### src/bsr_pkg.sv
// Package: timing, address map and field constants of the battery-backed RAM port controller
package bsr_pkg;
  // --------------------------------------------------------------------
  // Clock and timing
  // --------------------------------------------------------------------
  localparam int CLK_PERIOD_NS       = 100;
  localparam int T_ADDR_TO_DATA_NS   = 70;   // addr_to_data_delay
  localparam int T_CE_TO_DATA_NS     = 70;
  localparam int T_OE_TO_DATA_NS     = 35;
  localparam int T_CYCLE_NS          = 70;
  localparam int T_WE_PULSE_NS       = 50;
  localparam int T_CE_PULSE_NS       = 55;
  localparam int T_DATA_SETUP_NS     = 30;
  localparam int T_DATA_HOLD_NS      = 5;
  localparam int T_ADDR_SETUP_NS     = 60;
  localparam int T_STROBE_FLOAT_NS   = 25;   // strobe_to_float_delay
  // Least times round up to whole cycles, never below one
  function automatic int ns_to_cyc(input int ns);
    int c;
    c = (ns + CLK_PERIOD_NS - 1) / CLK_PERIOD_NS;
    return (c < 1) ? 1 : c;
  endfunction
  localparam int RD_WAIT_CYC   = ns_to_cyc(T_ADDR_TO_DATA_NS > T_CE_TO_DATA_NS ?
                                           T_ADDR_TO_DATA_NS : T_CE_TO_DATA_NS);
  localparam int WR_PULSE_CYC  = ns_to_cyc(T_ADDR_SETUP_NS > T_CE_PULSE_NS ?
                                           T_ADDR_SETUP_NS : T_CE_PULSE_NS);
  localparam int HOLD_CYC      = ns_to_cyc(T_DATA_HOLD_NS);
  localparam int GAP_CYC       = ns_to_cyc(T_CYCLE_NS);
  localparam int CNT_W         = 4;
  // --------------------------------------------------------------------
  // Address map of the device
  // --------------------------------------------------------------------
  localparam logic [14:0] CLOCK_BASE_ADDR    = 15'h7ff8;
  localparam logic [14:0] CLOCK_CONTROL_ADDR = 15'h7ff8;
  localparam logic [14:0] CLOCK_LAST_ADDR    = 15'h7fff;
  localparam int          CTRL_WRITE_BIT     = 7;
  localparam int          CTRL_READ_BIT      = 6;
  // --------------------------------------------------------------------
  // Sequencer states
  // --------------------------------------------------------------------
  typedef enum logic [2:0] {BSR_IDLE, BSR_RD_WAIT, BSR_WR_PULSE, BSR_WR_HOLD, BSR_GAP} bsr_state_t;
endpackage

### src/bsr_cnt.sv
// Down counter that times each phase of a memory access
`timescale 1ns/100ps
`default_nettype none
module bsr_cnt
  import bsr_pkg::*;
#(
  parameter int W = CNT_W
)(
  // Clock and reset
  input  wire logic         clk_sys,
  input  wire logic         rst_b,
  input  wire logic         clk_en,
  // Control
  input  wire logic         load,
  input  wire logic [W-1:0] load_val,
  output logic              done
);
  logic [W-1:0] cnt_ff;
  // A one-bit timer cannot hold a phase length and its reload at once
  if (W < 2)
  begin
    $error("bsr_cnt: width too small");
  end
  always_ff @(posedge clk_sys or negedge rst_b)
  begin
    if (!rst_b)
      cnt_ff <= '0;
    else if (clk_en)
    begin
      if (load)
        cnt_ff <= load_val;
      else if (cnt_ff != '0)
        cnt_ff <= cnt_ff - W'(1);
    end
  end
  assign done = (cnt_ff == '0);
endmodule
`default_nettype wire

### src/bsr_host.sv
// Host controller driving the battery-backed RAM and clock through its strobes
// What this block does
// - Write spans later fall to first rise
// - Address stable across whole write
// - Strobe returns high before next cycle
// - Write data set up and held
// - Output enable high during writes
// - Write pulse at least 50/55 ns
// - Address valid 60 ns before end
`timescale 1ns/100ps
`default_nettype none
module bsr_host
  import bsr_pkg::*;
#(
  parameter int AW = 15,
  parameter int DW = 8
)(
  // Clock and reset
  input  wire logic          clk_sys,
  input  wire logic          rst_b,
  input  wire logic          clk_en,
  // User request
  input  wire logic          req_valid,
  input  wire logic          req_write,
  input  wire logic [AW-1:0] req_addr,
  input  wire logic [DW-1:0] req_wdata,
  output logic               req_ready,
  // User answer
  output logic               rsp_valid,
  output logic [DW-1:0]      rsp_rdata,
  // Device pins
  output logic [AW-1:0]      addr_lines,
  output logic               chip_sel_b,
  output logic               out_en_b,
  output logic               write_en_b,
  input  wire logic [DW-1:0] data_lines_in,
  output logic [DW-1:0]      data_lines_out,
  output logic               data_lines_oe_b
);
  if (AW != 15 || DW != 8)
  begin
    $error("bsr_host: device is 32K x 8 only");
  end

  bsr_state_t        state_ff;
  logic              load;
  logic [CNT_W-1:0]  load_val;
  logic              done;

  // --------------------------------------------------------------------
  // Phase timer
  // --------------------------------------------------------------------
  bsr_cnt #(.W(CNT_W)) u_cnt (
    .clk_sys  (clk_sys),
    .rst_b    (rst_b),
    .clk_en   (clk_en),
    .load     (load),
    .load_val (load_val),
    .done     (done)
  );

  assign req_ready = (state_ff == BSR_IDLE);

  // --------------------------------------------------------------------
  // Sequencer
  // --------------------------------------------------------------------
  always_comb
  begin
    load     = 1'b0;
    load_val = '0;
    unique case (state_ff)
      BSR_IDLE:
      begin
        load     = req_valid;
        load_val = req_write ? CNT_W'(WR_PULSE_CYC - 1) : CNT_W'(RD_WAIT_CYC - 1);
      end
      BSR_RD_WAIT:
      begin
        load     = done;
        load_val = CNT_W'(GAP_CYC - 1);
      end
      BSR_WR_PULSE:
      begin
        load     = done;
        load_val = CNT_W'(HOLD_CYC - 1);
      end
      BSR_WR_HOLD:
      begin
        load     = done;
        load_val = CNT_W'(GAP_CYC - 1);
      end
      BSR_GAP:
      begin
        load     = 1'b0;
        load_val = '0;
      end
    endcase
  end

  always_ff @(posedge clk_sys or negedge rst_b)
  begin
    if (!rst_b)
      state_ff <= BSR_IDLE;
    else if (clk_en)
    begin
      unique case (state_ff)
        BSR_IDLE:     if (req_valid) state_ff <= req_write ? BSR_WR_PULSE : BSR_RD_WAIT;
        BSR_RD_WAIT:  if (done) state_ff <= BSR_GAP;
        BSR_WR_PULSE: if (done) state_ff <= BSR_WR_HOLD;
        BSR_WR_HOLD:  if (done) state_ff <= BSR_GAP;
        BSR_GAP:      if (done) state_ff <= BSR_IDLE;
      endcase
    end
  end

  // --------------------------------------------------------------------
  // Pin drive: address held from request to idle, covering setup and hold
  // --------------------------------------------------------------------
  always_ff @(posedge clk_sys or negedge rst_b)
  begin
    if (!rst_b)
    begin
      addr_lines     <= '0;
      data_lines_out <= '0;
    end
    else if (clk_en && state_ff == BSR_IDLE && req_valid)
    begin
      addr_lines     <= req_addr;
      data_lines_out <= req_wdata;
    end
  end

  // Select and write strobe fall together, so the device never drives in a write
  always_ff @(posedge clk_sys or negedge rst_b)
  begin
    if (!rst_b)
    begin
      chip_sel_b      <= 1'b1;
      out_en_b        <= 1'b1;
      write_en_b      <= 1'b1;
      data_lines_oe_b <= 1'b1;
    end
    else if (clk_en)
    begin
      chip_sel_b      <= ~(load && (state_ff == BSR_IDLE || state_ff == BSR_WR_PULSE)
                           ? (state_ff == BSR_IDLE) : (state_ff == BSR_RD_WAIT && !done) ||
                           (state_ff == BSR_WR_PULSE && !done));
      out_en_b        <= ~((state_ff == BSR_IDLE && req_valid && !req_write) ||
                           (state_ff == BSR_RD_WAIT && !done));
      write_en_b      <= ~((state_ff == BSR_IDLE && req_valid && req_write) ||
                           (state_ff == BSR_WR_PULSE && !done));
      data_lines_oe_b <= ~((state_ff == BSR_IDLE && req_valid && req_write) ||
                           state_ff == BSR_WR_PULSE ||
                           (state_ff == BSR_WR_HOLD && !done));
    end
  end

  // --------------------------------------------------------------------
  // Read capture at end of access wait, strobes still low
  // --------------------------------------------------------------------
  always_ff @(posedge clk_sys or negedge rst_b)
  begin
    if (!rst_b)
    begin
      rsp_valid <= 1'b0;
      rsp_rdata <= '0;
    end
    else if (clk_en)
    begin
      rsp_valid <= (state_ff == BSR_RD_WAIT) && done;
      if (state_ff == BSR_RD_WAIT && done)
        rsp_rdata <= data_lines_in;
    end
  end
endmodule
`default_nettype wire

### config.mk
export PLATFORM = sky130hd
export DESIGN_NAME = bsr_host
export DESIGN_NICKNAME = d
export VERILOG_FILES = /design/src/bsr_pkg.sv /design/src/bsr_cnt.sv /design/src/bsr_host.sv
export SDC_FILE = /design/constraint.sdc
export NUM_CORES = 1
export LEC_CHECK = 0
export ABC_AREA = 0
export BUFFER_PORTS_ARGS = -buffer_cell sky130_fd_sc_hd__buf_2
export CAP_MARGIN = 0
export CORE_AREA = 2 2 68 70
export CTS_CLUSTER_DIAMETER = 150
export DETAILED_ROUTE_END_ITERATION = 8
export DIE_AREA = 0 0 70 72
export PLACE_DENSITY = 0.76
export SLEW_MARGIN = 20
export SYNTH_ARGS = -nofsm -noshare
export SYNTH_HDL_FRONTEND = slang
export SYNTH_SLANG_ARGS = --single-unit
### constraint.sdc
create_clock -name clk_sys -period 1.9 [get_ports clk_sys]
set_input_delay 0.285 -clock clk_sys [delete_from_list [all_inputs] [get_ports clk_sys]]
set_output_delay 0.285 -clock clk_sys [all_outputs]
set_load 0.005 [all_outputs]
==> results of run 1 <==
-- worst max-delay path, stage by stage (launching register included) --
cell and delay (ns):
dfrtp_1 0.41, inv_1 0.09, ha_1 0.17, or3b_1 0.46, o21ai_1 0.17, a21boi_1 0.08
a41o_1 0.20
-- metrics by stage --
| step | utilization | std cells | hold WS (ns) |
|---|---|---|---|
| 2_1_floorplan | - | 149 | -0.0106 |
| 3_3_place_gp | 0.575 | 271 | 0.389 |
| 3_5_place_dp | 0.575 | 271 | 0.389 |
| 4_1_cts | 0.594 | 279 | 0.0706 |
| 5_1_grt | 0.594 | 279 | 0.102 |
| 6_report | 0.594 | 279 | 0.0512 |
-- how the worst max path moves through the flow --
stage,start,to,slack (ns),cells past startpoint
after floorplan,u_cnt.cnt_ff[0]$_DFFE_PN0P_,u_cnt.cnt_ff[0]$_DFFE_PN0P_,0.34,7
after global placement,u_cnt.cnt_ff[0]$_DFFE_PN0P_,rsp_rdata[3]$_DFFE_PN0P_,0.27,5
after detailed placement,u_cnt.cnt_ff[0]$_DFFE_PN0P_,u_cnt.cnt_ff[0]$_DFFE_PN0P_,0.24,6
after CTS,u_cnt.cnt_ff[0]$_DFFE_PN0P_,state_ff[0]$_DFFE_PN0P_,0.22,6
after global routing,u_cnt.cnt_ff[0]$_DFFE_PN0P_,u_cnt.cnt_ff[0]$_DFFE_PN0P_,0.13,6
final,u_cnt.cnt_ff[0]$_DFFE_PN0P_,state_ff[0]$_DFFE_PN0P_,0.21,6
-- cell type report --
type,instances,share of cell area
flip-flops and latches,43,0.426
multi-input cells,94,0.345
repair buffers,77,0.162
clock buffers,6,0.0286
well taps,52,0.0257
inverters,5,0.00740
clock inverters,2,0.00494
-- cell usage in the layout (no fill, tap or decap), types with 2 or more instances in the layout --
cell type  count
mux2_1         5
nor2_1         6
dfstp_2        4
dfrtp_1       39
nor3_1         3
o21ai_0        2
a31oi_1        2
buf_2         72
o21a_1         2
inv_1          4
buf_4          4
clkbuf_8       5
nor2b_1        2
a22o_1         3
ha_1           2
mux2_4        26
a21oi_1        5
nand2_1        8
o21ai_1        6
-- Yosys cell counts (all sizes together) --
master	count	area, sq um
dfrtp	39	976
mux2	32	458
nand2	9	41.3
o21ai	8	40.0
nor2	7	28.8
a21oi	5	25.0
buf	5	40.0
inv	5	18.8
dfstp	4	105
a22o	3	26.3
nor3	3	15.0
a31oi	2	12.5
and3	2	17.5
clkbuf	2	7.51
ha	2	25.0
nand3	2	22.5
nor2b	2	12.5
nor4	2	18.8
o21a	2	15.0
a211oi	1	7.51
a21boi	1	7.51
a21o	1	7.51
a41o	1	10.0
and2b	1	10.0
and3b	1	8.76
maj3	1	10.0
nand2b	1	6.26
nor3b	1	12.5
o221a	1	11.3
o31a	1	8.76
or3b	1	8.76
or4	1	7.51
-- power by group --
group          internal [uW]  total (uW)  leakage (uW)  switching [uW]
registers               1340        1600      0.000517             261
logic                    936        1500      0.000748             567
clock network            257         548     0.0000412             291
-- per-layer routing --
layer | up-vias | wire length [um]
met5 | - | 0
met4 | 0 | 34
met3 | 5 | 258
met2 | 53 | 1730
met1 | 653 | 1800
li1 | 683 | -
-- logic make-up (layout without fill, tap and decap cells) --
logic type / after synthesis / after routing
flip-flops: 43 / 43
AND/OR/NAND/NOR: 33 / 33
multiplexers: 32 / 32
AO/OA/AOI/OAI: 26 / 26
buffers and inverters: 12 / 90
adder cells (fa/ha/maj): 3 / 3
-- state kept, by name, summed over array words and instances (netlist names) --
name	cells
addr_lines	15
chip_sel_b	1
data_lines_oe_b	1
data_lines_out	8
out_en_b	1
rsp_rdata	8
rsp_valid	1
state_ff	3
u_cnt.cnt_ff	4
write_en_b	1
==> reports/metrics.yaml, run 1 <==
run_status:
  status: "completed"
synth:
  yosys_warnings: 0
  synth_nets: 187
  yosys.area_share.xor_xnor: 0
  synth.distinct_cells: 43
  synth_compound_area_frac: 0.0848
  muxShareOfSynthArea: 0.226
  synth.avg_cell_area_sq_um: 13.6
  syn-cell-area_sq_mm: 0.00202
  ys_seq_area_frac: 0.535
  synthSimpleGateAreaFrac: 0.104
  synth_top_family_by_area: "multiplexers"
  ys_ff_latch: 43
  synthAdderAreaFrac: 0.0173
  netlist_instances: 149
sta:
  setup_violations: 0
  period_share: 0.888
  rsz0062_at_grt: "no"
  period_needed_ns: 1.69
  tightest_slew_ns: 0.521
  finalSetupTns_ns: 0
  skew_ns: 0.00334
  relSlewSlack: 0.652
  fin_ws_ns: 0.212
  finalHoldViolCount: 0
  slew_violations: 0
  clock.fmax_ghz: 0.593
worst_setup_path:
  worst_setup_path_end_kind: "flop"
  r2r_start: "u_cnt.cnt_ff[0]$_DFFE_PN0P_"
  required_ns: 2.08
  arrival_ns: 1.87
  r2r_slack_ns: 0.21
  worst_r2r_endpoint: "state_ff[0]$_DFFE_PN0P_"
  critPathLaunchType: "flop"
  reg2regPathDepth: 6
  crit_fanout: 7
  worstSetupPathType: "flop to flop"
pwr:
  ir_drop_uv: 519
  leakagePower_uw: 0.00131
  p_total_uw: 3650
  p_per_area_mw_per_mm2: 1440
clock_network:
  cts_tree: "built"
  cts_max_path_buffers: 2
  htree_levels: 2
  clock_latency_ns: 0.29
  root_buffer: "clkbuf_8"
  clkTransAtPathRegs_ns: 0.08
  cts_num_sinks: 43
  cts_hold_buf: 0
  cts_buffers: 5
  cts_resized: 0
  cts_setup_buffers: 0
place:
  place_ws_ns: 0.245
  placed_area_sq_mm: 0.00245
  dp_hpwl_um: 2800
  gp_congestion: 0.841
  place.port_buffers: 72
drt:
  viasPerCell: 5.00
  antenna_left: 0
  wirelength_um: 3820
  drc: 0
  drt_iter0_drc: 57
  first_pass_iters: 4
  vias: 1394
  wl_per_cell_um: 13.7
floorplanning:
  die_w_um: 70
  ios: 73
  die_h_um: 72
  row_count: 24
  start_util: 0.474
  die-area_sq_mm: 0.00504
  core_sq_mm: 0.00426
grt:
  use_met1: 0.216
  busiest_layer: "met2"
  grt_pass1_vias: 1354
  grt.met3_usage: 0.0389
  grt_usage: 0.156
  use_met2: 0.237
  grt_antenna_before_repair: 0
  grt_overflow_total: 0
  grt_max_degree: 44
  grt_pass1_wl_um: 6290
layout:
  antenna_cells: 0
  fillerInstances: 352
  drive_above_1_share: 0.542
  stdcell_area_sq_mm: 0.00253
  syn_to_final_growth_pct: 25.4
  nets: 264
  multi_input_area_sq_um: 875
  seq_area_sq_mm: 0.00108
min_path:
  hold_path.class: "input port to asynchronous set/reset pin"
flow_run:
  drv_cap: 0
No activity file was read; power rests on OpenSTA's default activity.
==> run 2: changes to the inputs <==
--- a/config.mk
+++ b/config.mk
@@ -8,11 +8,13 @@
 export ABC_AREA = 0
 export BUFFER_PORTS_ARGS = -buffer_cell sky130_fd_sc_hd__buf_2
 export CAP_MARGIN = 0
-export CORE_AREA = 2 2 68 70
+export CORE_AREA = 2 2 67 69
+export CTS_BUF_LIST = sky130_fd_sc_hd__clkbuf_8
 export CTS_CLUSTER_DIAMETER = 150
 export DETAILED_ROUTE_END_ITERATION = 8
-export DIE_AREA = 0 0 70 72
-export PLACE_DENSITY = 0.76
+export DIE_AREA = 0 0 69 71
+export PLACE_DENSITY = 0.79
+export SKIP_LAST_GASP = 1
 export SLEW_MARGIN = 20
 export SYNTH_ARGS = -nofsm -noshare
 export SYNTH_HDL_FRONTEND = slang
==> run 2 against run 1 <==
Sequential power barely moved. Maximum frequency rose by 1.3%. First-iteration DRC count rose by 51%. Register-to-register slack improved by 0.02 ns. Global-route usage rose by 1.5 points. Count of clock-buffer cells in the layout fell by 1. Final cell count fell by 0.36%. Hold slack improved by 0.0045 ns. Design area rose by 0.79%. Clock skew rose by 0.0052 ns. Non-clock buffer count fell by 1. Setup slack improved by 0.022 ns.
==> reports/metrics.yaml, run 2 (synthesis gave the netlist of run 1 again) <==
drt:
  wl_per_cell_um: 14.0  # +2.2%
  vias: 1405  # +0.79%
  drt_iter0_drc: 86  # +51%
  first_pass_iters: 4  # unchanged
  wirelength_um: 3890  # +1.8%
  drc: 0  # unchanged
  antenna_left: 0  # unchanged
  viasPerCell: 5.05  # +1.2%
layout:
  largest_register_ffs: 15  # unchanged
  nets: 263  # -0.38%
  final_common_cell: "buf_2"
  syn_to_final_growth_pct: 26.4
  antenna_cells: 0  # unchanged
  final_cells: 278  # -0.36%
  drive_above_1_share: 0.544  # +0.00240
  final_cell_mix: "buf_2, dfrtp_1, mux2_4"
  reg_top3: "addr_lines (15), data_lines_out (8), rsp_rdata (8)"
  regMostFlops: "addr_lines"
worst_setup_path:
  critPathLaunchType: "flop"
  reg2regPathDepth: 6  # unchanged
  required_ns: 2.08  # about the same
  crit_fanout: 7  # unchanged
  arrival_ns: 1.85  # -0.02 ns
  worst_setup_path_end_kind: "flop"
  worstSetupPathType: "flop to flop"
clock_network:
  cts_resized: 0  # unchanged
  cts_num_sinks: 43  # unchanged
  cts_setup_buffers: 0  # unchanged
  htree_levels: 2  # unchanged
  clkTransAtPathRegs_ns: 0.08  # about the same
  cts_tree: "built"
  cts_hold_buf: 0  # unchanged
  cts_max_path_buffers: 2  # unchanged
  root_buffer: "clkbuf_8"
  cts_buffers: 5  # unchanged
  clock_latency_ns: 0.29  # about the same
floorplanning:
  core_sq_mm: 0.00420  # -1.4%
  die_h_um: 71  # -1.4%
  ios: 73  # unchanged
  die-area_sq_mm: 0.00490  # -2.8%
  start_util: 0.481  # +0.00677
  row_count: 24  # unchanged
  die_w_um: 69  # -1.4%
pwr:
  p_sw_uw: 1130  # +1.0%
  clkPwrFrac: 0.183  # +0.033
  p_per_area_mw_per_mm2: 1480  # +2.9%
  intPower_uw: 2650  # +4.9%
  ir_drop_uv: 548  # +5.5%
  leakagePower_uw: 0.00132  # +0.91%
  swShare: 0.299  # -0.00786
  pwr-share-seq: 0.427  # -0.011
  power_frac_comb: 0.390  # -0.022
  p_total_uw: 3780  # +3.7%
sta:
  finalHoldViolCount: 0  # unchanged
  skew_ns: 0.00855  # +0.00520 ns
  hold-worst-slack_ns: 0.0558  # +0.00454 ns
  slew_violations: 0  # unchanged
  fin_ws_ns: 0.235  # +0.0223 ns
  tightest_slew_ns: 0.525  # +0.00417 ns
  clock.fmax_ghz: 0.601  # +1.3%
  period_needed_ns: 1.67  # -0.0223 ns
  finalSetupTns_ns: 0  # unchanged
  setup_violations: 0  # unchanged
  period_share: 0.876  # -0.0117
  relSlewSlack: 0.650  # -0.00278
  rsz0062_at_grt: "no"
place:
  place_ws_ns: 0.246  # +0.00108 ns
  dp_hpwl_um: 2850  # +1.8%
  dp_cells: 270  # -0.37%
  place.port_buffers: 72  # unchanged
  gp_congestion: 0.856  # +1.8%
grt:
  grt_usage: 0.171  # +0.0149
  grt_pass1_vias: 1373  # +1.4%
  grt_antenna_before_repair: 0  # unchanged
  grt_max_degree: 44  # unchanged
  grt_pass1_wl_um: 6620  # +5.3%
  grt_overflow_total: 0  # unchanged
flow_run:
  drv_cap: 0  # unchanged
min_path:
  hold_path.class: "input port to asynchronous set/reset pin"
run_status:
  status: "completed"
==> run 2: cell types whose count changed in the layout (fill, tap and decap cells not counted), sizes merged <==
cell	before	now
clkbuf	6	5
clkinvlp	1	0
buf	77	76
clkinv	1	2
bufinv	0	1
==> run 2: worst max-delay path, cell delays in order (launching register included) <==
cell     delay, ns
dfrtp_1       0.41
inv_1         0.09
ha_1          0.15
or3b_1        0.45
nand2_1       0.11
nor2_1        0.08
mux2_2        0.27
==> run 2: area by class of cell <==
class	count	area, sq um
flip-flops and latches	43	1080
fillers	344	1650
repair buffers	76	403
clock buffers	5	68.8
clock inverters	3	43.8
multi-input cells	94	875
inverters	5	18.8
well taps	52	65.1
==> run 2: per-layer routing <==
layer | vias to the layer above | routed length, um | track usage
li1 | 685 | - | -
met1 | 656 | 1790 | 0.238
met2 | 59 | 1750 | 0.256
met3 | 5 | 299 | 0.0541
met4 | 0 | 51 | 0.0545
met5 | - | 0 | 0
==> run 2: final timing paths <==
path | from | end | slack (ns)
setup reg to reg | u_cnt.cnt_ff[1]$_DFFE_PN0P_ | u_cnt.cnt_ff[0]$_DFFE_PN0P_ | 0.23
max in group asynchronous | rst_b | out_en_b$_DFFE_PN1P_ | 1.47
setup / recovery | u_cnt.cnt_ff[1]$_DFFE_PN0P_ | u_cnt.cnt_ff[0]$_DFFE_PN0P_ | 0.23
hold reg to reg | addr_lines[11]$_DFFE_PN0P_ | addr_lines[11]$_DFFE_PN0P_ | 0.49
min in group clk_sys | req_addr[11] | addr_lines[11]$_DFFE_PN0P_ | 0.21
hold / removal | rst_b | data_lines_out[4]$_DFFE_PN0P_ | 0.06
==> run 2: power groups by stage <==
stage          sequential [uW]  clock, uW  combinational (uW)
6_report                  1610        693                1470
2_1_floorplan             1600          0                 943
3_5_place_dp              1630          0                1490
5_1_grt                   1680        760                1610
4_1_cts                   1610        717                1500
3_3_place_gp              1610          0                1470
==> run 2: through the flow <==
stage               utilization  cell area, sq um
finish                    0.608              2550
global route              0.608              2550
CTS                       0.608              2550
detailed placement        0.581              2440
global placement          0.581              2440
floorplan                     -              2020
